<file path="src/rirc_pkg.sv">
// Shared constants, register layouts and types of the remote IR carrier codec.
// Assumes a single 40 MHz clock and 32-bit AXI4-Lite register access.
`default_nettype none

package rirc_pkg;

  // ************************************************************
  // Clock and timing
  // ************************************************************
  localparam int unsigned CLK_MHZ = 40;
  localparam int unsigned CLK_KHZ = CLK_MHZ * 1000;
  localparam int unsigned PW_LO_US [4] = '{6000, 7000, 9000, 10600};
  localparam int unsigned PW_HI_US [4] = '{700, 800, 900, 1000};
  localparam int unsigned PW_CODE_BASE = 2;

  // ************************************************************
  // Register map: index, byte address is four times the index
  // ************************************************************
  localparam logic [5:0] IDX_RXC  = 6'h00;
  localparam logic [5:0] IDX_TXC  = 6'h01;
  localparam logic [5:0] IDX_CFG  = 6'h02;
  localparam logic [5:0] IDX_CTL  = 6'h08;
  localparam logic [5:0] IDX_STAT = 6'h09;
  localparam logic [7:0]  RXC_RST  = 8'h29;
  localparam logic [7:0]  TXC_RST  = 8'h69;
  localparam logic [7:0]  CFG_RST  = 8'h00;
  localparam logic [16:0] CTL_RST  = 17'h01f40;
  localparam logic [1:0]  RESP_OKAY   = 2'h0;
  localparam logic [1:0]  RESP_SLVERR = 2'h2;

  typedef struct packed {
    logic [2:0] tx_pulse_width_code;
    logic [4:0] tx_carrier_freq_code;
  } rirc_txc_t;

  typedef struct packed {
    logic [2:0] rx_band_range_code;
    logic [4:0] rx_carrier_freq_code;
  } rirc_rxc_t;

  typedef struct packed {
    logic       pulse_number_coding_en;
    logic       rx_oversample_sel;
    logic       rx_carrier_band_sel;
    logic       rsvd4;
    logic       tx_carrier_band_sel;
    logic       rx_decoder_bypass;
    logic [1:0] tx_modulation_mode;
  } rirc_cfg_t;

  typedef struct packed {
    logic        ask_ir_en;
    logic [15:0] baud_cycles;
  } rirc_ctl_t;

  typedef enum logic [1:0] {
    MM_CONT   = 2'h0,
    MM_PULSE8 = 2'h1,
    MM_PULSE6 = 2'h2,
    MM_RSVD   = 2'h3
  } rirc_mod_t;

  typedef enum logic [1:0] {
    TX_IDLE = 2'h0,
    TX_SEND = 2'h1
  } rirc_txst_t;

  localparam logic [3:0] PULSES_8 = 4'h8;
  localparam logic [3:0] PULSES_6 = 4'h6;

  // ************************************************************
  // Carrier frequencies (kHz) and receive windows (units of 0.1 kHz)
  // ************************************************************
  localparam logic [8:0] LO_FREQ_BASE_KHZ = 9'h01b;
  localparam logic [4:0] HI_CODE [3] = '{5'h03, 5'h08, 5'h0b};
  localparam logic [8:0] HI_KHZ  [3] = '{9'h190, 9'h1c2, 9'h1e0};
  localparam int unsigned HI_WIN_MIN [3] = '{3556, 3801, 4103};
  localparam int unsigned HI_WIN_MAX [3] = '{4571, 4898, 5274};
  localparam int unsigned ASK_WIN_MIN [6] = '{4800, 4571, 4364, 4174, 4000, 3840};
  localparam int unsigned ASK_WIN_MAX [6] = '{5333, 5647, 6000, 6400, 6856, 7385};
  localparam int unsigned LO_WIN_MIN = 300;
  localparam int unsigned LO_WIN_MAX = 560;
  localparam logic [2:0] HI_RANGE = 3'h1;
  localparam logic [4:0] OVS_SHIFT = 5'h04;
  localparam logic [4:0] OVS_HALF  = 5'h08;

  function automatic logic [10:0] rirc_per_cyc(input int unsigned khz10);
    rirc_per_cyc = 11'((CLK_KHZ * 10) / khz10);
  endfunction

endpackage

`default_nettype wire

</file>
<file path="src/rirc_carrier_nco.sv">
// Carrier generator: phase accumulator producing a square carrier.
// Assumes the frequency input is stable for the length of a burst.
`default_nettype none

module rirc_carrier_nco
  import rirc_pkg::*;
(
  input  wire logic       clk,
  input  wire logic       rst_b,
  input  wire logic [8:0] freq_khz,
  output logic            carrier,
  output logic            cycle_start
);

  // ************************************************************
  // Phase accumulator
  // ************************************************************
  // An accumulator avoids a divider; jitter is one clock of 25 ns.
  logic [16:0] phase_reg;
  logic [16:0] phase_next;
  logic        wrap_next;
  logic        wrap_reg;

  always_comb begin
    phase_next = phase_reg + 17'(freq_khz);
    wrap_next  = 1'b0;
    if (phase_next >= 17'(CLK_KHZ)) begin
      phase_next = phase_next - 17'(CLK_KHZ);
      wrap_next  = 1'b1;
    end
  end

  always_ff @(posedge clk or negedge rst_b) begin
    if (!rst_b) begin
      phase_reg <= 17'h00000;
      wrap_reg  <= 1'b0;
    end else begin
      phase_reg <= phase_next;
      wrap_reg  <= wrap_next;
    end
  end

  assign carrier     = (phase_reg < 17'(CLK_KHZ / 2));
  assign cycle_start = wrap_reg;

endmodule

`default_nettype wire

</file>
<file path="src/rirc_band_detect.sv">
// Carrier band-pass detector: measures rising-edge spacing of the input.
// Assumes the input is synchronous to the clock.
`default_nettype none

module rirc_band_detect
  import rirc_pkg::*;
(
  input  wire logic        clk,
  input  wire logic        rst_b,
  input  wire logic        ir_in,
  input  wire logic [10:0] per_min,
  input  wire logic [10:0] per_max,
  output logic             carrier_present
);

  logic        prev_reg;
  logic [11:0] cnt_reg;
  logic [11:0] cnt_next;
  logic        pres_reg;
  logic        pres_next;
  logic        rise;

  assign rise = ir_in & ~prev_reg;

  always_comb begin
    cnt_next  = (cnt_reg == 12'hfff) ? cnt_reg : cnt_reg + 12'h001;
    pres_next = pres_reg;
    if (rise) begin
      cnt_next  = 12'h001;
      // Only an edge spacing inside the window keeps the carrier alive.
      pres_next = (cnt_reg >= {1'b0, per_min}) && (cnt_reg <= {1'b0, per_max});
    end else if (cnt_reg > {per_max, 1'b0}) begin
      pres_next = 1'b0;
    end
  end

  always_ff @(posedge clk or negedge rst_b) begin
    if (!rst_b) begin
      prev_reg <= 1'b0;
      cnt_reg  <= 12'h000;
      pres_reg <= 1'b0;
    end else begin
      prev_reg <= ir_in;
      cnt_reg  <= cnt_next;
      pres_reg <= pres_next;
    end
  end

  assign carrier_present = pres_reg;

endmodule

`default_nettype wire

</file>
<file path="src/rirc_top.sv">
// Remote IR carrier codec: register file, transmit modulator, receive demodulator.
// Assumes an AXI4-Lite master, one IR front end, inputs synchronous to CLK.
//
// Implementation choice: the AXI4-Lite register port.
`default_nettype none

module rirc_top
  import rirc_pkg::*;
#(
  parameter int unsigned PW_CYC_LO [4] = '{PW_LO_US[0] * CLK_MHZ, PW_LO_US[1] * CLK_MHZ,
                                          PW_LO_US[2] * CLK_MHZ, PW_LO_US[3] * CLK_MHZ},
  parameter int unsigned PW_CYC_HI [4] = '{PW_HI_US[0] * CLK_MHZ, PW_HI_US[1] * CLK_MHZ,
                                          PW_HI_US[2] * CLK_MHZ, PW_HI_US[3] * CLK_MHZ}
)
(
  input  wire logic        CLK,
  input  wire logic        RST_B,
  input  wire logic [7:0]  S_AXI_AWADDR,
  input  wire logic        S_AXI_AWVALID,
  output logic             S_AXI_AWREADY,
  input  wire logic [31:0] S_AXI_WDATA,
  input  wire logic [3:0]  S_AXI_WSTRB,
  input  wire logic        S_AXI_WVALID,
  output logic             S_AXI_WREADY,
  output logic [1:0]       S_AXI_BRESP,
  output logic             S_AXI_BVALID,
  input  wire logic        S_AXI_BREADY,
  input  wire logic [7:0]  S_AXI_ARADDR,
  input  wire logic        S_AXI_ARVALID,
  output logic             S_AXI_ARREADY,
  output logic [31:0]      S_AXI_RDATA,
  output logic [1:0]       S_AXI_RRESP,
  output logic             S_AXI_RVALID,
  input  wire logic        S_AXI_RREADY,
  input  wire logic        TX_VALID,
  output logic             TX_READY,
  input  wire logic        TX_BIT,
  output logic             IR_TX,
  input  wire logic        IR_RX,
  output logic             RX_VALID,
  output logic             RX_BIT,
  output logic             RX_LEVEL
);

  // ************************************************************
  // Register file over AXI4-Lite
  // ************************************************************
  rirc_rxc_t   rxc_reg, rxc_next;
  rirc_txc_t   txc_reg, txc_next;
  rirc_cfg_t   cfg_reg, cfg_next;
  rirc_ctl_t   ctl_reg, ctl_next;
  logic        aw_got_reg, aw_got_next;
  logic        w_got_reg, w_got_next;
  logic [5:0]  waddr_reg, waddr_next;
  logic [31:0] wdata_reg, wdata_next;
  logic        wlane_reg, wlane_next;
  logic        bvalid_reg, bvalid_next;
  logic [1:0]  bresp_reg, bresp_next;
  logic        rvalid_reg, rvalid_next;
  logic [31:0] rdata_reg, rdata_next;
  logic [1:0]  rresp_reg, rresp_next;
  logic        tx_busy;
  logic        rx_present;

  assign S_AXI_AWREADY = ~aw_got_reg & ~bvalid_reg;
  assign S_AXI_WREADY  = ~w_got_reg & ~bvalid_reg;
  assign S_AXI_ARREADY = ~rvalid_reg;

  always_comb begin
    rxc_next    = rxc_reg;
    txc_next    = txc_reg;
    cfg_next    = cfg_reg;
    ctl_next    = ctl_reg;
    aw_got_next = aw_got_reg;
    w_got_next  = w_got_reg;
    waddr_next  = waddr_reg;
    wdata_next  = wdata_reg;
    wlane_next  = wlane_reg;
    bvalid_next = bvalid_reg;
    bresp_next  = bresp_reg;
    rvalid_next = rvalid_reg;
    rdata_next  = rdata_reg;
    rresp_next  = rresp_reg;
    if (S_AXI_AWVALID && S_AXI_AWREADY) begin
      aw_got_next = 1'b1;
      waddr_next  = S_AXI_AWADDR[7:2];
    end
    if (S_AXI_WVALID && S_AXI_WREADY) begin
      w_got_next = 1'b1;
      wdata_next = S_AXI_WDATA;
      wlane_next = S_AXI_WSTRB[0];
    end
    if (aw_got_reg && w_got_reg) begin
      aw_got_next = 1'b0;
      w_got_next  = 1'b0;
      bvalid_next = 1'b1;
      bresp_next  = RESP_OKAY;
      // Byte lane 0's strobe enables every write, the baud word in lanes 0 and 1 and ask_ir_en in lane 2 included.
      case (waddr_reg)
        IDX_RXC: if (wlane_reg) rxc_next = rirc_rxc_t'(wdata_reg[7:0]);
        IDX_TXC: if (wlane_reg) txc_next = rirc_txc_t'(wdata_reg[7:0]);
        IDX_CFG: if (wlane_reg) begin
          cfg_next       = rirc_cfg_t'(wdata_reg[7:0]);
          cfg_next.rsvd4 = 1'b0;
        end
        IDX_CTL: if (wlane_reg) ctl_next = rirc_ctl_t'(wdata_reg[16:0]);
        default: bresp_next = RESP_SLVERR;
      endcase
    end
    if (bvalid_reg && S_AXI_BREADY) begin
      bvalid_next = 1'b0;
    end
    if (S_AXI_ARVALID && S_AXI_ARREADY) begin
      rvalid_next = 1'b1;
      rresp_next  = RESP_OKAY;
      case (S_AXI_ARADDR[7:2])
        IDX_RXC:  rdata_next = {24'h000000, rxc_reg};
        IDX_TXC:  rdata_next = {24'h000000, txc_reg};
        IDX_CFG:  rdata_next = {24'h000000, cfg_reg};
        IDX_CTL:  rdata_next = {15'h0000, ctl_reg};
        IDX_STAT: rdata_next = {30'h00000000, rx_present, tx_busy};
        default: begin
          rdata_next = 32'h00000000;
          rresp_next = RESP_SLVERR;
        end
      endcase
    end else if (rvalid_reg && S_AXI_RREADY) begin
      rvalid_next = 1'b0;
    end
  end

  always_ff @(posedge CLK or negedge RST_B) begin
    if (!RST_B) begin
      rxc_reg    <= rirc_rxc_t'(RXC_RST);
      txc_reg    <= rirc_txc_t'(TXC_RST);
      cfg_reg    <= rirc_cfg_t'(CFG_RST);
      ctl_reg    <= rirc_ctl_t'(CTL_RST);
      aw_got_reg <= 1'b0;
      w_got_reg  <= 1'b0;
      waddr_reg  <= 6'h00;
      wdata_reg  <= 32'h00000000;
      wlane_reg  <= 1'b0;
      bvalid_reg <= 1'b0;
      bresp_reg  <= RESP_OKAY;
      rvalid_reg <= 1'b0;
      rdata_reg  <= 32'h00000000;
      rresp_reg  <= RESP_OKAY;
    end else begin
      rxc_reg    <= rxc_next;
      txc_reg    <= txc_next;
      cfg_reg    <= cfg_next;
      ctl_reg    <= ctl_next;
      aw_got_reg <= aw_got_next;
      w_got_reg  <= w_got_next;
      waddr_reg  <= waddr_next;
      wdata_reg  <= wdata_next;
      wlane_reg  <= wlane_next;
      bvalid_reg <= bvalid_next;
      bresp_reg  <= bresp_next;
      rvalid_reg <= rvalid_next;
      rdata_reg  <= rdata_next;
      rresp_reg  <= rresp_next;
    end
  end

  assign S_AXI_BVALID = bvalid_reg;
  assign S_AXI_BRESP  = bresp_reg;
  assign S_AXI_RVALID = rvalid_reg;
  assign S_AXI_RDATA  = rdata_reg;
  assign S_AXI_RRESP  = rresp_reg;

  // ************************************************************
  // Transmit carrier and bit timing
  // ************************************************************
  logic [8:0]  tx_khz;
  logic [19:0] bit_cyc;
  logic [1:0]  pw_idx;
  logic        carrier;
  logic        cycle_start;

  always_comb begin
    tx_khz = HI_KHZ[0];
    if (!cfg_reg.tx_carrier_band_sel) begin
      tx_khz = LO_FREQ_BASE_KHZ + 9'(txc_reg.tx_carrier_freq_code);
    end else begin
      for (int i = 0; i < 3; i++) begin
        if (txc_reg.tx_carrier_freq_code == HI_CODE[i]) begin
          tx_khz = HI_KHZ[i];
        end
      end
    end
  end

  // Reserved width codes fall back to the shortest listed width.
  assign pw_idx  = (txc_reg.tx_pulse_width_code >= 3'(PW_CODE_BASE) &&
                    txc_reg.tx_pulse_width_code <= 3'(PW_CODE_BASE + 3)) ?
                   2'(txc_reg.tx_pulse_width_code - 3'(PW_CODE_BASE)) : 2'h0;
  assign bit_cyc = cfg_reg.tx_carrier_band_sel ? 20'(PW_CYC_HI[pw_idx]) :
                                                20'(PW_CYC_LO[pw_idx]);

  rirc_carrier_nco u_nco (
    .clk         (CLK),
    .rst_b       (RST_B),
    .freq_khz    (tx_khz),
    .carrier     (carrier),
    .cycle_start (cycle_start)
  );

  // ************************************************************
  // Transmit modulator
  // ************************************************************
  rirc_txst_t  tx_st_reg, tx_st_next;
  logic [19:0] tx_cnt_reg, tx_cnt_next;
  logic [3:0]  pulse_reg, pulse_next;
  logic        energy_reg, energy_next;
  logic        irtx_reg, irtx_next;
  logic [3:0]  pulse_lim;
  rirc_mod_t   mode;

  assign mode      = rirc_mod_t'(cfg_reg.tx_modulation_mode);
  assign pulse_lim = (mode == MM_PULSE8) ? PULSES_8 : PULSES_6;
  assign TX_READY  = (tx_st_reg == TX_IDLE);
  assign tx_busy   = (tx_st_reg == TX_SEND);

  always_comb begin
    tx_st_next  = tx_st_reg;
    tx_cnt_next = tx_cnt_reg;
    pulse_next  = pulse_reg;
    energy_next = energy_reg;
    case (tx_st_reg)
      TX_IDLE: begin
        if (TX_VALID) begin
          tx_st_next  = TX_SEND;
          tx_cnt_next = bit_cyc;
          pulse_next  = 4'h0;
          // Energy level of a bit depends on the coding selection.
          energy_next = cfg_reg.pulse_number_coding_en ? ~TX_BIT : TX_BIT;
          if (mode == MM_RSVD) begin
            energy_next = 1'b0;
          end
        end
      end
      TX_SEND: begin
        tx_cnt_next = tx_cnt_reg - 20'h00001;
        if (cycle_start && energy_reg && mode != MM_CONT && pulse_reg <= pulse_lim) begin
          pulse_next = pulse_reg + 4'h1;
        end
        if (tx_cnt_reg <= 20'h00001) begin
          tx_st_next  = TX_IDLE;
          energy_next = 1'b0;
        end
      end
      default: begin
        tx_st_next  = TX_IDLE;
        energy_next = 1'b0;
      end
    endcase
    irtx_next = energy_reg & carrier & ((mode == MM_CONT) ||
                (pulse_reg + 4'(cycle_start) - 4'h1 < pulse_lim));
  end

  always_ff @(posedge CLK or negedge RST_B) begin
    if (!RST_B) begin
      tx_st_reg  <= TX_IDLE;
      tx_cnt_reg <= 20'h00000;
      pulse_reg  <= 4'h0;
      energy_reg <= 1'b0;
      irtx_reg   <= 1'b0;
    end else begin
      tx_st_reg  <= tx_st_next;
      tx_cnt_reg <= tx_cnt_next;
      pulse_reg  <= pulse_next;
      energy_reg <= energy_next;
      irtx_reg   <= irtx_next;
    end
  end

  assign IR_TX = irtx_reg;

  // ************************************************************
  // Receive window and carrier detection
  // ************************************************************
  logic [10:0] per_min;
  logic [10:0] per_max;

  always_comb begin
    per_min = rirc_per_cyc(LO_WIN_MAX);
    per_max = rirc_per_cyc(LO_WIN_MIN);
    if (cfg_reg.rx_carrier_band_sel && ctl_reg.ask_ir_en) begin
      for (int i = 0; i < 6; i++) begin
        if (rxc_reg.rx_band_range_code == 3'(i + 1)) begin
          per_min = rirc_per_cyc(ASK_WIN_MAX[i]);
          per_max = rirc_per_cyc(ASK_WIN_MIN[i]);
        end
      end
    end else if (cfg_reg.rx_carrier_band_sel && rxc_reg.rx_band_range_code == HI_RANGE) begin
      for (int i = 0; i < 3; i++) begin
        if (rxc_reg.rx_carrier_freq_code == HI_CODE[i]) begin
          per_min = rirc_per_cyc(HI_WIN_MAX[i]);
          per_max = rirc_per_cyc(HI_WIN_MIN[i]);
        end
      end
    end
  end

  rirc_band_detect u_det (
    .clk             (CLK),
    .rst_b           (RST_B),
    .ir_in           (IR_RX),
    .per_min         (per_min),
    .per_max         (per_max),
    .carrier_present (rx_present)
  );

  // ************************************************************
  // Receive sampler
  // ************************************************************
  // Bit slots run freely from reset; software aligns frames by content.
  logic [15:0] slot_reg, slot_next;
  logic [15:0] sub_reg, sub_next;
  logic [4:0]  ones_reg, ones_next;
  logic        mid_reg, mid_next;
  logic        rxv_reg, rxv_next;
  logic        rxb_reg, rxb_next;
  logic        lvl_reg, lvl_next;
  logic        energy;
  logic [15:0] sub_len;

  assign sub_len = ctl_reg.baud_cycles >> OVS_SHIFT;

  always_comb begin
    slot_next = slot_reg + 16'h0001;
    sub_next  = sub_reg + 16'h0001;
    ones_next = ones_reg;
    mid_next  = mid_reg;
    rxv_next  = 1'b0;
    rxb_next  = rxb_reg;
    lvl_next  = cfg_reg.rx_decoder_bypass ? IR_RX : rx_present;
    if (sub_reg >= sub_len) begin
      sub_next  = 16'h0000;
      ones_next = ones_reg + 5'(rx_present);
    end
    if (slot_reg == (ctl_reg.baud_cycles >> 1)) begin
      mid_next = rx_present;
    end
    if (slot_reg >= ctl_reg.baud_cycles - 16'h0001) begin
      slot_next = 16'h0000;
      sub_next  = 16'h0000;
      ones_next = 5'h00;
      rxv_next  = ~cfg_reg.rx_decoder_bypass;
      energy    = cfg_reg.rx_oversample_sel ? (ones_reg >= OVS_HALF) : mid_reg;
      if (!cfg_reg.rx_decoder_bypass) begin
        rxb_next = cfg_reg.pulse_number_coding_en ? ~energy : energy;
      end
    end else begin
      energy = 1'b0;
    end
  end

  always_ff @(posedge CLK or negedge RST_B) begin
    if (!RST_B) begin
      slot_reg <= 16'h0000;
      sub_reg  <= 16'h0000;
      ones_reg <= 5'h00;
      mid_reg  <= 1'b0;
      rxv_reg  <= 1'b0;
      rxb_reg  <= 1'b0;
      lvl_reg  <= 1'b0;
    end else begin
      slot_reg <= slot_next;
      sub_reg  <= sub_next;
      ones_reg <= ones_next;
      mid_reg  <= mid_next;
      rxv_reg  <= rxv_next;
      rxb_reg  <= rxb_next;
      lvl_reg  <= lvl_next;
    end
  end

  assign RX_VALID = rxv_reg;
  assign RX_BIT   = rxb_reg;
  assign RX_LEVEL = lvl_reg;

endmodule

`default_nettype wire

</file>
<file path="config.mk">
export PLATFORM = sky130hd
export DESIGN_NAME = rirc_top
export DESIGN_NICKNAME = d
export VERILOG_FILES = /design/src/rirc_pkg.sv /design/src/rirc_carrier_nco.sv /design/src/rirc_band_detect.sv /design/src/rirc_top.sv
export SDC_FILE = /design/constraint.sdc
export NUM_CORES = 1
export LEC_CHECK = 0
export ABC_AREA = 1
export BUFFER_PORTS_ARGS = -buffer_cell sky130_fd_sc_hd__buf_2
export CORE_UTILIZATION = 50
export CTS_CLUSTER_SIZE = 10
export DETAILED_ROUTE_END_ITERATION = 8
export GPL_TIMING_DRIVEN = 0
export HOLD_SLACK_MARGIN = 0.12
export PLACE_DENSITY = 0.71
export SLEW_MARGIN = 20
export SYNTH_ARGS = -nofsm -noshare
export SYNTH_HDL_FRONTEND = slang
export SYNTH_HIERARCHICAL = 1
export SYNTH_SLANG_ARGS = --single-unit
</file>
<file path="constraint.sdc">
create_clock -name CLK -period 2.85 [get_ports CLK]
set_clock_uncertainty 0.15 [all_clocks]
set_input_delay 0 -clock CLK [delete_from_list [all_inputs] [get_ports CLK]]
set_output_delay 0 -clock CLK [all_outputs]
set_load 0.005 [all_outputs]
</file>
# Word level (Yosys, flattened, before mapping)

Cells that the tools add are included.
Widths: inputs -> output; s select.

Input port bits: 62
Output and inout port bits: 46
Register bits: 205

Bitwise logic cells: 14
Reduce and logical (&&, ||, !) cells: 36
Equal/unequal tests: 27
Mux-type cells: 73
Add/subtract/negate cells: 13
Magnitude comparators: 14

Operators by type and width:

| kind                   | count |
|---|---|
| $mux 11                | 20 |
| $bmux 32 s2            | 2 |
| $mux 20                | 6 |
| $pmux 17 s5            | 1 |
| $mux 16                | 3 |
| $pmux 20 s2            | 1 |
| $add 16x1->16 const B  | 2 |
| $mux 12                | 2 |
| $eq 5x4->1 const B     | 4 |
| $le 20x1->1 const B    | 1 |
| $mux 10                | 2 |
| $sub 20x1->20 const B  | 1 |
| $mux 1                 | 19 |
| $eq 6x4->1 const B     | 3 |
| $mux 9                 | 2 |
| $add 17x9->17          | 1 |
| $ge 17x16->1 const B   | 1 |
| $lt 17x15->1 const B   | 1 |
| $mux 17                | 1 |
| $sub 17x16->17 const B | 1 |
| $eq 16x15->1           | 1 |
| $ge 16x12->1           | 1 |
| $ge 16x16->1           | 1 |
| $reduce_bool 2->1      | 8 |
| other kinds (46)       | 92 |

# Logic depth before layout (Yosys ltp)

Gate-level depths: netlist (run 1).

Depth in word-level cells: 11
Depth in mapped cells: 24
Mapped depth without buffers: 23

# Hierarchy

Netlist (run 1), hierarchy kept.

By module, submodules not included:

| module           | seq. area each (um2) | cells an instance | times used | area an instance (um2) |
|---|---|---|---|---|
| rirc_top         | 3895.0               | 1163              | 1          | 9261.4 |
| rirc_carrier_nco | 450.4                | 322               | 1          | 1959.4 |
| rirc_band_detect | 350.3                | 229               | 1          | 1622.8 |

# Worst setup path before layout (run 1)

No wires, ideal clock.

Kind: register to register
Start point: register txc_reg[0] (netlist name)
End point: register u_nco.phase_reg[10]
Data arrival time: 2867 ps
Path slack: -291 ps
Data required time: 2577 ps
Cell stages (with the launch flop): 20
Path buffers: 1
Path through: dfstp_2 -> inv_1 -> ha_1 -> o22ai_1 -> inv_1 -> fa_1 -> inv_1 -> nand2_1 -> nand3_1 -> nand2_1 -> nand2_1 -> inv_1 -> ha_1 -> nand3_1 -> nor3_1 -> nand3_1 -> nand2_1 -> buf_2 -> o21ai_0 -> nand2_1

Word-level cells in the longest chain between the ends: 7
Elaborated cells between the ends (all ways): 10

Ends and longest elaborated chain:

| item                                                                | line                                           | source |
|---|---|---|
| from (decl)                                                         | rirc_top.sv:49                                 | `rirc_txc_t txc_reg, txc_next;` |
| from (signal assigned)                                              | rirc_top.sv:135                                | `txc_reg <= rirc_txc_t'(TXC_RST);` |
| from (signal assigned)                                              | rirc_top.sv:150                                | `txc_reg <= txc_next;` |
| parallel branches: the longest is 3 deep, another holds $add 5x5->6 | n/a                                            |  |
| $mux 9 *                                                            | rirc_top.sv:183                                | `if (!cfg_reg.tx_carrier_band_sel) begin` |
| via tx_khz[1]                                                       | rirc_top.sv:175                                | `logic [8:0] tx_khz;` |
| $add 17x9->17 *                                                     | rirc_carrier_nco.sv:25                         | `phase_next = phase_reg + 17'(freq_khz);` |
| $sub 17x16->17 / $ge 17x16->1 (equally long branches)               | rirc_carrier_nco.sv:28, rirc_carrier_nco.sv:27 |  |
| $mux 17 *                                                           | rirc_carrier_nco.sv:27                         | `if (phase_next >= 17'(CLK_KHZ)) begin` |
| via u_nco.phase_next[10]                                            | rirc_carrier_nco.sv:20                         | `logic [16:0] phase_next;` |
| to (signal assigned)                                                | rirc_carrier_nco.sv:38                         | `phase_reg <= phase_next;` |
| to (decl)                                                           | rirc_carrier_nco.sv:19                         | `logic [16:0] phase_reg;` |

Mark *: on every way through the listed nets, which the timed path passes.
A chain may end at the register's enable or synchronous reset.

# Worst setup path after layout (run 1)

Start point: register txc_reg[0] (netlist name)
End point: register u_nco.phase_reg[9]

The elaborated chain is that of the path after synthesis.

==> metrics, run 1 <==
status complete, but fails checks; failing checks setup timing; Leakage around 8 nW; detailed placement HPWL 24.06 mm; synthesized area per cell 7.493 um^2; Post-synth EDFFs 0; post-synthesis cell type count 66; num rows 58; Sink Count 187; routability congestion estimate 0.9624; IO Pins between 100 and 150; Port Buffers 68; Main synth FF type dfrtp_1; htree depth 4; number of global-route vias before repair 11227; FMAX 0.3069 GHz; clk buf depth 2; Max IR drop VDD 0.0005489 V; largest net degree at the start of global routing 98; post-layout util between 60 and 70%; die height roughly 160 um; WL met2 15.89 mm; dpl ws -733.1 ps; Final Power about 0.014 W; area delta synth->final 24.52%; crit start category flop; share of cells above drive strength 1 21.26%; Iteration-0 DRC Markers 952; worst endpoint data arrival time 3490 ps; initial antenna violation count 0; CTS buffer count 17; vias post-DR 12147; WP data required 3080 ps; count of final setup violators 21; Starting Density 51.00%; crit share post-route 114.3%; highest-delay cell along the critical path dfstp_2; synth warn 6; die area 0.02633 mm^2; synthesized area 0.01284 mm^2; Post-Route WL roughly 34 mm; relative slew slack 54.30%; GRT Residual Overflow 0; maxcap violations 0; WL/cell 14.87 um; critical path fanouts, max 5; vias per cell 5.323; CP cell instances inv_4, ha_4, nor2_4, o21ai_1, a31oi_1, ha_1, nand2_1, nand2_2, a21oi_2, nand2_2, buf_6, nand2_4, nand3_2, nand2_2, nor2_1, nand2_1, nand2_1, nand2_1, nand2_2, nor2_4, buf_6, nand2_1, nand2_1; worst slew pin tran 685.5 ps; metal3 WL 1.889 mm; critical path class flop to flop; final hold vios 0; top post-synthesis cells by area dfrtp_1 34%, nand2_1 13%, ha_1 9.3%, inv_1 7.2%, nor2_1 5.0%; Die X 162.3 um; DRT met1 WL 15.60 mm; area share of the largest cell type after synthesis 33.90%; Fillers approximately 2100; DRT Pass-1 Iters 5; cell type with the highest aggregate area in the netlist dfrtp_1; Post-DRT Antenna Nets 0; # diodes 0; top sig layer met4; Global Route Usage Sum 25.88%; power per cell area a little over 900 mW/mm^2; Min-Delay Path Class primary input to flop; final worst setup slack -408.1 ps; asr flop ratio synth 100.0%; RSZ-0062 raised after global routing yes; clock-pin transition on the worst setup and hold timing paths roughly 90 ps; Crit path largest cell delay 580 ps; Layout Nets 2097; insertion delay to the later sink of the worst-skew pair 460 ps; Slew Limit Fails 0; Root Buffer clkbuf_16; CTS tree done; Post-Synthesis Cells 1714; CP endpoint kind flop; first-pass GRT wire length ~54 mm; Seq/Total Area, Yosys 36.56%; Largest register FFs 20; minimum clock period 3258 ps; DRC 0; cell mode on critical path nand2_1; core footprint 0.02518 mm^2; Seq cells post-synth between 150 and 200
-- path summary, 6_finish.rpt --
check | startpoint | endpoint | slack (ps) | depth (start not counted)
worst max-delay path | txc_reg[0] | u_nco/phase_reg[9] | -410 | 23
worst min-delay path | S_AXI_RREADY | S_AXI_RVALID | 130 | 3
worst max register to register | txc_reg[0] | u_nco/phase_reg[9] | -410 | 23
worst min register to register | S_AXI_RDATA[15] | S_AXI_RDATA[15] | 330 | 2
max in group asynchronous | RST_B | ctl_reg[1] | 1050 | 4
min in group asynchronous | RST_B | sub_reg[10] | 540 | 3
-- repair_timing --
action                                 in CTS  in global routing
setup endpoints to repair                  49                 50
endpoints found under the hold margin     253                  0
pin swaps                                  20                 62
cloned                                      3                  2
hold buffers                               71                  0
resized for setup                          50                114
buffers inserted                           17                 24
-- critical path: cells and delay by family (launching register included) --
kind            cells  cell delay, ps
flops               1             580
buf+inv             3             340
fa+ha+maj           2             490
compound gates      3             430
simple gates       15            1210
-- cell type report --
cell class              instances  area (um^2)  share of cell area (%)
well taps                     330        412.9                   2.582
repair buffers                183         1459                   9.122
plain buffers                  44        322.8                   2.018
flip-flops and latches        187         4702                   29.40
inverters                     253        963.4                   6.024
multi-input cells            1253         7555                   47.24
clock buffers                  18        429.2                   2.683
clock inverters                14        148.9                  0.9310
-- cells by family after synthesis --
| group | share of synthesized area [%] |
|---|---|
| other | 0.02920 |
| buffers and inverters | 9.703 |
| multiplexers | 1.958 |
| flip-flops | 36.56 |
| XOR/XNOR | 3.819 |
| AO/OA/AOI/OAI | 9.440 |
| AND/OR/NAND/NOR | 29.08 |
| adder cells (fa/ha/maj) | 9.411 |
-- per-stage QoR --
stage / std cells / instance area, um^2 / setup TNS [ps] / hold slack, ps
after detailed placement: 2136 / 13800 / -16190 / -76.81
after floorplan: 1737 / 13010 / -590.9 / -445.6
after global placement: 2135 / 13760 / -275140 / 37.19
after global routing: 2282 / 15990 / -9110 / 152.4
final: 2282 / 15990 / -4808 / 131.6
after CTS: 2259 / 15410 / -4766 / 122.0
-- cells in the final DEF (no fill, tap or decap), types with 8 or more instances in the layout --
master	n
a21oi_1	53
a21oi_2	8
a31oi_1	9
buf_2	75
buf_4	55
buf_6	12
clkbuf_1	8
clkbuf_16	19
conb_1	24
dfrtp_1	169
dfstp_2	13
dlygate4sd3_1	70
ha_1	87
inv_1	231
inv_2	16
mux2_2	17
nand2_1	392
nand2_2	50
nand2_4	10
nand3_1	90
nand3_2	20
nand4_1	31
nor2_1	147
nor2_2	25
nor2_4	21
nor3_1	26
o21ai_0	77
o21ai_1	11
o31ai_1	14
xnor2_1	12
xor2_1	44
-- layer usage --
metal	vias up	track usage, %
li1	5956	-
met1	5765	36.27
met2	373	42.17
met3	53	2.937
met4	0	7.204
met5	-	0
-- cells in the mapped netlist, types with 3 or more instances --
library cell / count
inv_2: 3
o31ai_1: 14
nand3_2: 3
nor3_4: 3
mux2_2: 17
nor3_2: 3
nor2_1: 170
nor2_4: 7
nand3b_1: 3
nor2_2: 16
mux2_4: 4
nand2_2: 16
inv_1: 247
a31o_2: 3
nand4_1: 31
nand2_1: 433
a31oi_1: 9
xor2_1: 44
o21ai_1: 8
xnor2_1: 12
o22ai_1: 8
o2111ai_1: 3
dfstp_2: 13
o21ai_0: 85
dfrtp_1: 174
a21oi_1: 60
buf_6: 6
o21bai_1: 3
nand3_1: 109
buf_4: 18
nor4_1: 4
buf_2: 10
ha_1: 95
nor3_1: 29
clkbuf_1: 9
-- report_power, final --
part / switching (W) / internal (W)
registers: 0.000648 / 0.00335
clock network: 0.00122 / 0.00117
logic: 0.00470 / 0.00339
total: 0.00657 / 0.00791
No activity file was read; power rests on OpenSTA's default activity.
==> run 2, diff against run 1 <==
--- a/config.mk
+++ b/config.mk
@@ -7,12 +7,12 @@
 export LEC_CHECK = 0
 export ABC_AREA = 1
 export BUFFER_PORTS_ARGS = -buffer_cell sky130_fd_sc_hd__buf_2
-export CORE_UTILIZATION = 50
+export CORE_UTILIZATION = 55
 export CTS_CLUSTER_SIZE = 10
 export DETAILED_ROUTE_END_ITERATION = 8
 export GPL_TIMING_DRIVEN = 0
 export HOLD_SLACK_MARGIN = 0.12
-export PLACE_DENSITY = 0.71
+export PLACE_DENSITY = 0.77
 export SLEW_MARGIN = 20
 export SYNTH_ARGS = -nofsm -noshare
 export SYNTH_HDL_FRONTEND = slang
==> run 2 against run 1 <==
- the run still ends with setup timing left
- power up 2.0%
- critical path depth decreased by 3
- wire length up 2.9%
- core utilization up 7.6 points
- first-iteration DRC count rose by 14%
- flip-flop and latch count stayed put
- clock-buffer cell count is 1 lower
- clock power about the same
- final area rose by 1.3%
==> metrics, run 2 (synthesis gave the netlist of run 1 again) <==
Slew Limit Fails 0 (unchanged); vias per cell 5.464 (+2.6%); vias post-DR 12457 (+2.6%); Die X 154.8 um (-4.6%); insertion delay to the later sink of the worst-skew pair 450 ps (about the same); dpl cell area 0.01381 mm^2 (about the same); WP data required 3020 ps (-60 ps); cell-internal power 0.007976 W (+0.85%); die height 154.8 um (-4.6%); DRC 0 (unchanged); final hold vios 0 (unchanged); clock network power share 16.4% (-0.2 points); Finished Cell Area 0.01620 mm^2 (+1.3%); CTS buffer count 17 (unchanged); htree depth 4 (unchanged); Hold WS 139.7 ps (+8.106 ps); clock-pin transition on the worst setup and hold timing paths 80 ps (about the same); relative slew slack 62.79% (+8.5 points); number of cells on the worst reg-to-reg path 20 (-13%); number of global-route vias before repair 11523 (+2.6%); minimum clock period 3382 ps (+124.3 ps); area delta synth->final 26.17%; start of the worst register-to-register path txc_reg[0]; Port Buffers 68 (unchanged); share of cells above drive strength 1 21.81% (+0.55 points); Final Power 0.01476 W (+2.0%); Comb pwr share 56.4% (+0.5 points); crit share post-route 118.7% (+4.4 points); core footprint 0.02278 mm^2 (-9.5%); R2R Setup Slk -530 ps (-120 ps); Switching Share 45.97% (+0.60 points); Hold Path Stages 3 (unchanged); Iteration-0 DRC Markers 1083 (+14%); DRT Pass-1 Iters 6 (+1); P_sw 0.006787 W (+3.3%); dpl ws -696.8 ps (+36.27 ps); CP endpoint kind flop; Layout Nets 2112 (+0.72%); WL met2 16.65 mm (+4.8%); Flop pwr share 27.2% (-0.4 points); FMAX 0.2956 GHz (-3.7%); Leakage 8.245 nW (+1.4%); GRT Residual Overflow 0 (unchanged); Global Route Usage Sum 28.37% (+2.5 points); worst endpoint data arrival time 3550 ps (+60 ps); die area 0.02397 mm^2 (-9.0%); critical path class flop to flop; worst slew pin tran 558.1 ps (-127.4 ps); first-pass GRT wire length 54.53 mm (+0.44%); CTS tree done; Max IR drop VDD 0.0006208 V (+13%); Worst Hold Launch S_AXI_RREADY; critical path fanouts, max 8 (+3); maxcap violations 0 (unchanged); Root Buffer clkbuf_16; RSZ-0062 raised after global routing yes; top sig layer met4; num rows 55 (-5.2%); # diodes 0 (unchanged); count of final setup violators 19 (-9.5%); most frequent cells in the layout 395 x nand2_1, 230 x inv_1, 168 x dfrtp_1; routability congestion estimate 0.9266 (-3.7%); Min-Delay Path Class primary input to flop; initial antenna violation count 0 (unchanged); largest net degree at the start of global routing 99 (+1.0%); Starting Density 56.39% (+5.4 points); power per cell area 911.0 mW/mm^2 (+0.63%); most common cell after layout, fill and taps aside nand2_1; clk buf depth 2 (unchanged); WL/cell 15.31 um (+3.0%); Largest register FFs 20 (unchanged); Post-Route WL 34.91 mm (+2.9%); final worst setup slack -532.4 ps (-124.3 ps); Post-DRT Antenna Nets 0 (unchanged); detailed placement HPWL 23.87 mm (-0.80%); RR Endpoint u_nco/phase_reg[15]; crit start category flop; status complete, but fails checks; IO Pins 108 (unchanged); failing checks setup timing; DRT met1 WL 15.11 mm (-3.1%); setup tns final -5438 ps (-630.4 ps); Hold Path Sink S_AXI_RVALID; Sink Count 187 (unchanged); metal3 WL 2.516 mm (+33%)
==> run 2: changes by cell type in the layout (fill, tap and decap cells not counted), moves of 4 or more <==
cell | before | now
inv_6 | 2 | 7
nor2_2 | 25 | 20
buf_4 | 55 | 63
nand3_1 | 90 | 85
a21oi_2 | 8 | 3
inv_8 | 6 | 2
nand3_2 | 20 | 25
nand2_2 | 50 | 46
==> run 2: layer usage <==
metal	track usage, %	up-vias
met5	0	-
met4	7.402	0
met3	4.539	72
met2	47.25	501
met1	38.47	5901
li1	-	5983
==> run 2: worst max path at each step <==
stage	startpoint	end	cells past startpoint
after CTS	txc_reg[1]	u_nco/phase_reg[11]	20
after global routing	txc_reg[0]	u_nco/phase_reg[15]	22
after global placement	RST_B	u_det/cnt_reg[8]	1
after floorplan	txc_reg[0]	u_nco/phase_reg[15]	21
after detailed placement	cfg_reg[3]	u_nco/phase_reg[11]	21
final	txc_reg[0]	u_nco/phase_reg[15]	20
==> run 2: through the flow <==
step,utilization [%],cells
2_1_floorplan,-,1737
3_3_place_gp,60.34,2118
3_5_place_dp,60.62,2120
4_1_cts,68.16,2251
5_1_grt,71.14,2280
6_report,71.14,2280
==> run 2: timing repair <==
item                                    in CTS  in global routing
cloned                                       1                  5
gates resized for setup                     51                125
hold buffers                                74                  0
endpoints found under the hold margin      253                  0
buffers inserted                            24                 26
pin swaps                                   19                 56
endpoints found under the setup margin      49                 50
==> run 2: power groups by stage <==
stage / logic, W / registers, W / clock network (W)
floorplan: 0.00489 / 0.00382 / 0
global placement: 0.00595 / 0.00398 / 0
detailed placement: 0.00621 / 0.00400 / 0
CTS: 0.00725 / 0.00396 / 0.00243
global route: 0.00923 / 0.00410 / 0.00254
finish: 0.00833 / 0.00402 / 0.00242
==> run 2: worst max-delay path: stages (launching register included) <==
cell     delay (ps)
dfstp_2         570
inv_4            60
ha_4            170
o21ai_2         110
a21oi_1          60
ha_1            290
buf_6           140
or2_4           260
nand3_2          90
buf_4           120
nand3_2          90
nand2_4         120
ha_4            160
nand3_4          70
nor3_4          190
nand3_2         120
nand2_4         110
nor2_4           60
buf_6           130
nand2_1          80
nand2_1          90
==> run 2: area by class of cell <==
cell class	count	area, um^2
Buffer	44	334.1
Clock buffer	17	425.4
Clock inverter	15	170.2
Fill cell	1678	6574
Inverter	253	963.4
Multi-Input combinational cell	1253	7597
Sequential cell	187	4703
Tap cell	313	391.6
Timing Repair Buffer	198	1619
==> run 3, diff against run 2 <==
--- a/config.mk
+++ b/config.mk
@@ -13,6 +13,7 @@
 export GPL_TIMING_DRIVEN = 0
 export HOLD_SLACK_MARGIN = 0.12
 export PLACE_DENSITY = 0.77
+export SKIP_CTS_REPAIR_TIMING = 1
 export SLEW_MARGIN = 20
 export SYNTH_ARGS = -nofsm -noshare
 export SYNTH_HDL_FRONTEND = slang
==> run 3 against run 2 <==
- register-to-register slack got worse by 60 ps
- highest routed layer unchanged
- setup slack worse by 63 ps
- largest cell class unchanged
- the run still ends with setup timing left
- wire length is 3.5% lower
- critical path depth grew 2
- worst hold slack lost 71 ps
- global-route usage is 1.6 points lower
- clock-buffer cell count stayed put
- non-clock buffer count decreased by 34
==> metrics, run 3 (synthesis gave the netlist of run 1 again) <==
status complete, but fails checks; failing checks setup timing; area delta synth->final 23.17%; DRT Pass-1 Iters 5 (-1); Layout Nets 2078 (-1.6%); Min-Delay Path Class primary input to flop; crit share post-route 120.9% (+2.2 points); dpl cells 2120 (unchanged); count of final setup violators 38 (+19); Crit path largest cell delay 390 ps (-180 ps); critical path fanouts, max 5 (-3); routability congestion estimate 0.9266 (unchanged); power per cell area 900.5 mW/mm^2 (-1.2%); Largest register FFs 20 (unchanged); relative slew slack 62.68% (-0.11 points); Hold Path Stages 5 (+2); CP endpoint u_nco/phase_reg[11]; dpl ws -696.8 ps (unchanged); CTS buffer count 17 (unchanged); top sig layer met4; crit start category flop; WL met2 16.15 mm (-3.0%); IO Pins 108 (unchanged); die area 0.02397 mm^2 (unchanged); die height 154.8 um (unchanged); vias post-DR 12182 (-2.2%); core footprint 0.02278 mm^2 (unchanged); final worst setup slack -595.8 ps (-63.43 ps); num rows 55 (unchanged); Max IR drop VDD 0.0005519 V (-11%); initial antenna violation count 0 (unchanged); FMAX 0.2902 GHz (-1.8%); clk buf depth 2 (unchanged); Die X 154.8 um (unchanged); most frequent cells in the layout 403 x nand2_1, 235 x inv_1, 168 x dfrtp_1; critical path class flop to flop; number of cells on the worst reg-to-reg path 22 (+10%); R2R Setup Slk -600 ps (-60 ps); Post-DRT Antenna Nets 0 (unchanged); first-pass GRT wire length 51.48 mm (-5.6%); insertion delay to the later sink of the worst-skew pair 450 ps (about the same); GRT Residual Overflow 0 (unchanged); start of the worst register-to-register path txc_reg[1]; Root Buffer clkbuf_16; RSZ-0062 raised after global routing yes; clock-pin transition on the worst setup and hold timing paths 80 ps (about the same); Hold WS 68.55 ps (-71.14 ps); detailed placement HPWL 23.87 mm (unchanged); # diodes 0 (unchanged); non-filler cells, final 2246 (-1.5%); vias per cell 5.424 (-0.73%); highest-delay cell along the critical path dfrtp_1; Global Route Usage Sum 26.74% (-1.6 points); Port Buffers 68 (unchanged); Slew Limit Fails 0 (unchanged); Post-Route WL 33.70 mm (-3.5%); RR Endpoint u_nco/phase_reg[11]; largest net degree at the start of global routing 99 (unchanged); CTS tree done; WP data required 3030 ps (about the same); Leakage 8.048 nW (-2.4%); minimum clock period 3446 ps (+63.43 ps); CP cell instances inv_2, ha_4, nor2_2, or3_1, a31oi_1, ha_1, nand2_2, inv_2, nand2_2, nand3_2, nand2_2, nand2_4, inv_4, ha_4, nand3_4, nor3_4, nand3_2, nand2_2, nor2_4, buf_6, nand2_1, nand2_1; maxcap violations 0 (unchanged); WL/cell 15.01 um (-2.0%); htree depth 4 (unchanged); worst endpoint data arrival time 3620 ps (+70 ps); Sink Count 187 (unchanged); DRT met1 WL 14.77 mm (-2.2%); final hold vios 0 (unchanged); CP endpoint kind flop; number of global-route vias before repair 10733 (-6.9%); most common cell after layout, fill and taps aside nand2_1; Critical Path Source txc_reg[1]; cell mode on critical path nand2_2; metal3 WL 2.357 mm (-6.3%); Iteration-0 DRC Markers 1182 (+9.1%); share of cells above drive strength 1 19.40% (-2.4 points); DRC 0 (unchanged); Starting Density 56.39% (unchanged); post-layout util 69.45% (-1.7 points); setup tns final -8959 ps (-3521 ps); worst slew pin tran 559.8 ps (+1.711 ps)
==> run 3: changes by cell type in the layout (fill, tap and decap cells not counted), sizes merged <==
cell and delta:
clkbuf -1, clkinvlp +1, dlygate4sd3 -11, buf -22, clkinv -1
==> run 3: per-layer routing <==
layer  up-vias  GRT usage, %
met1      5753         37.65
met4         0         5.988
met5         -             0
met3        44         3.867
li1       5919             -
met2       466         43.61
==> run 3: per-stage QoR <==
| stage | area (um^2) | total power (W) |
|---|---|---|
| after CTS | 14400 | 0.01267 |
| after global placement | 13740 | 0.009930 |
| after global routing | 15820 | 0.01535 |
| after floorplan | 13010 | 0.008714 |
| final | 15820 | 0.01425 |
| after detailed placement | 13810 | 0.01021 |
==> run 3: layout make-up <==
type                            instances  area [um^2]
Fill cell                            1747         6959
Inverter                              253        962.2
Sequential cell                       187         4703
Multi-Input combinational cell       1253         7532
Clock inverter                         15        170.2
Buffer                                 44        324.1
Timing Repair Buffer                  164         1310
Tap cell                              313        391.6
Clock buffer                           17        425.4
==> run 3: where the power goes <==
part	switching [W]	leakage [nW]	internal, W
sequential	0.000660	2.34	0.00335
combinational	0.00465	5.41	0.00317
clock	0.00123	0.292	0.00119
total	0.00654	8.05	0.00770
==> run 3: worst max-delay path, delay by kind of cell (launching register included) <==
kind | cells | cell delay (ps)
buf+inv | 4 | 380
flops | 1 | 390
simple gates | 14 | 1570
fa+ha+maj | 3 | 620
compound gates | 1 | 210
==> run 3: worst min path at each step <==
stage | startpoint | to
floorplan | RST_B | IR_TX
global placement | S_AXI_BREADY | S_AXI_BVALID
detailed placement | RST_B | sub_reg[13]
CTS | RST_B | sub_reg[13]
global route | S_AXI_WVALID | wdata_reg[0]
finish | S_AXI_WVALID | wdata_reg[2]
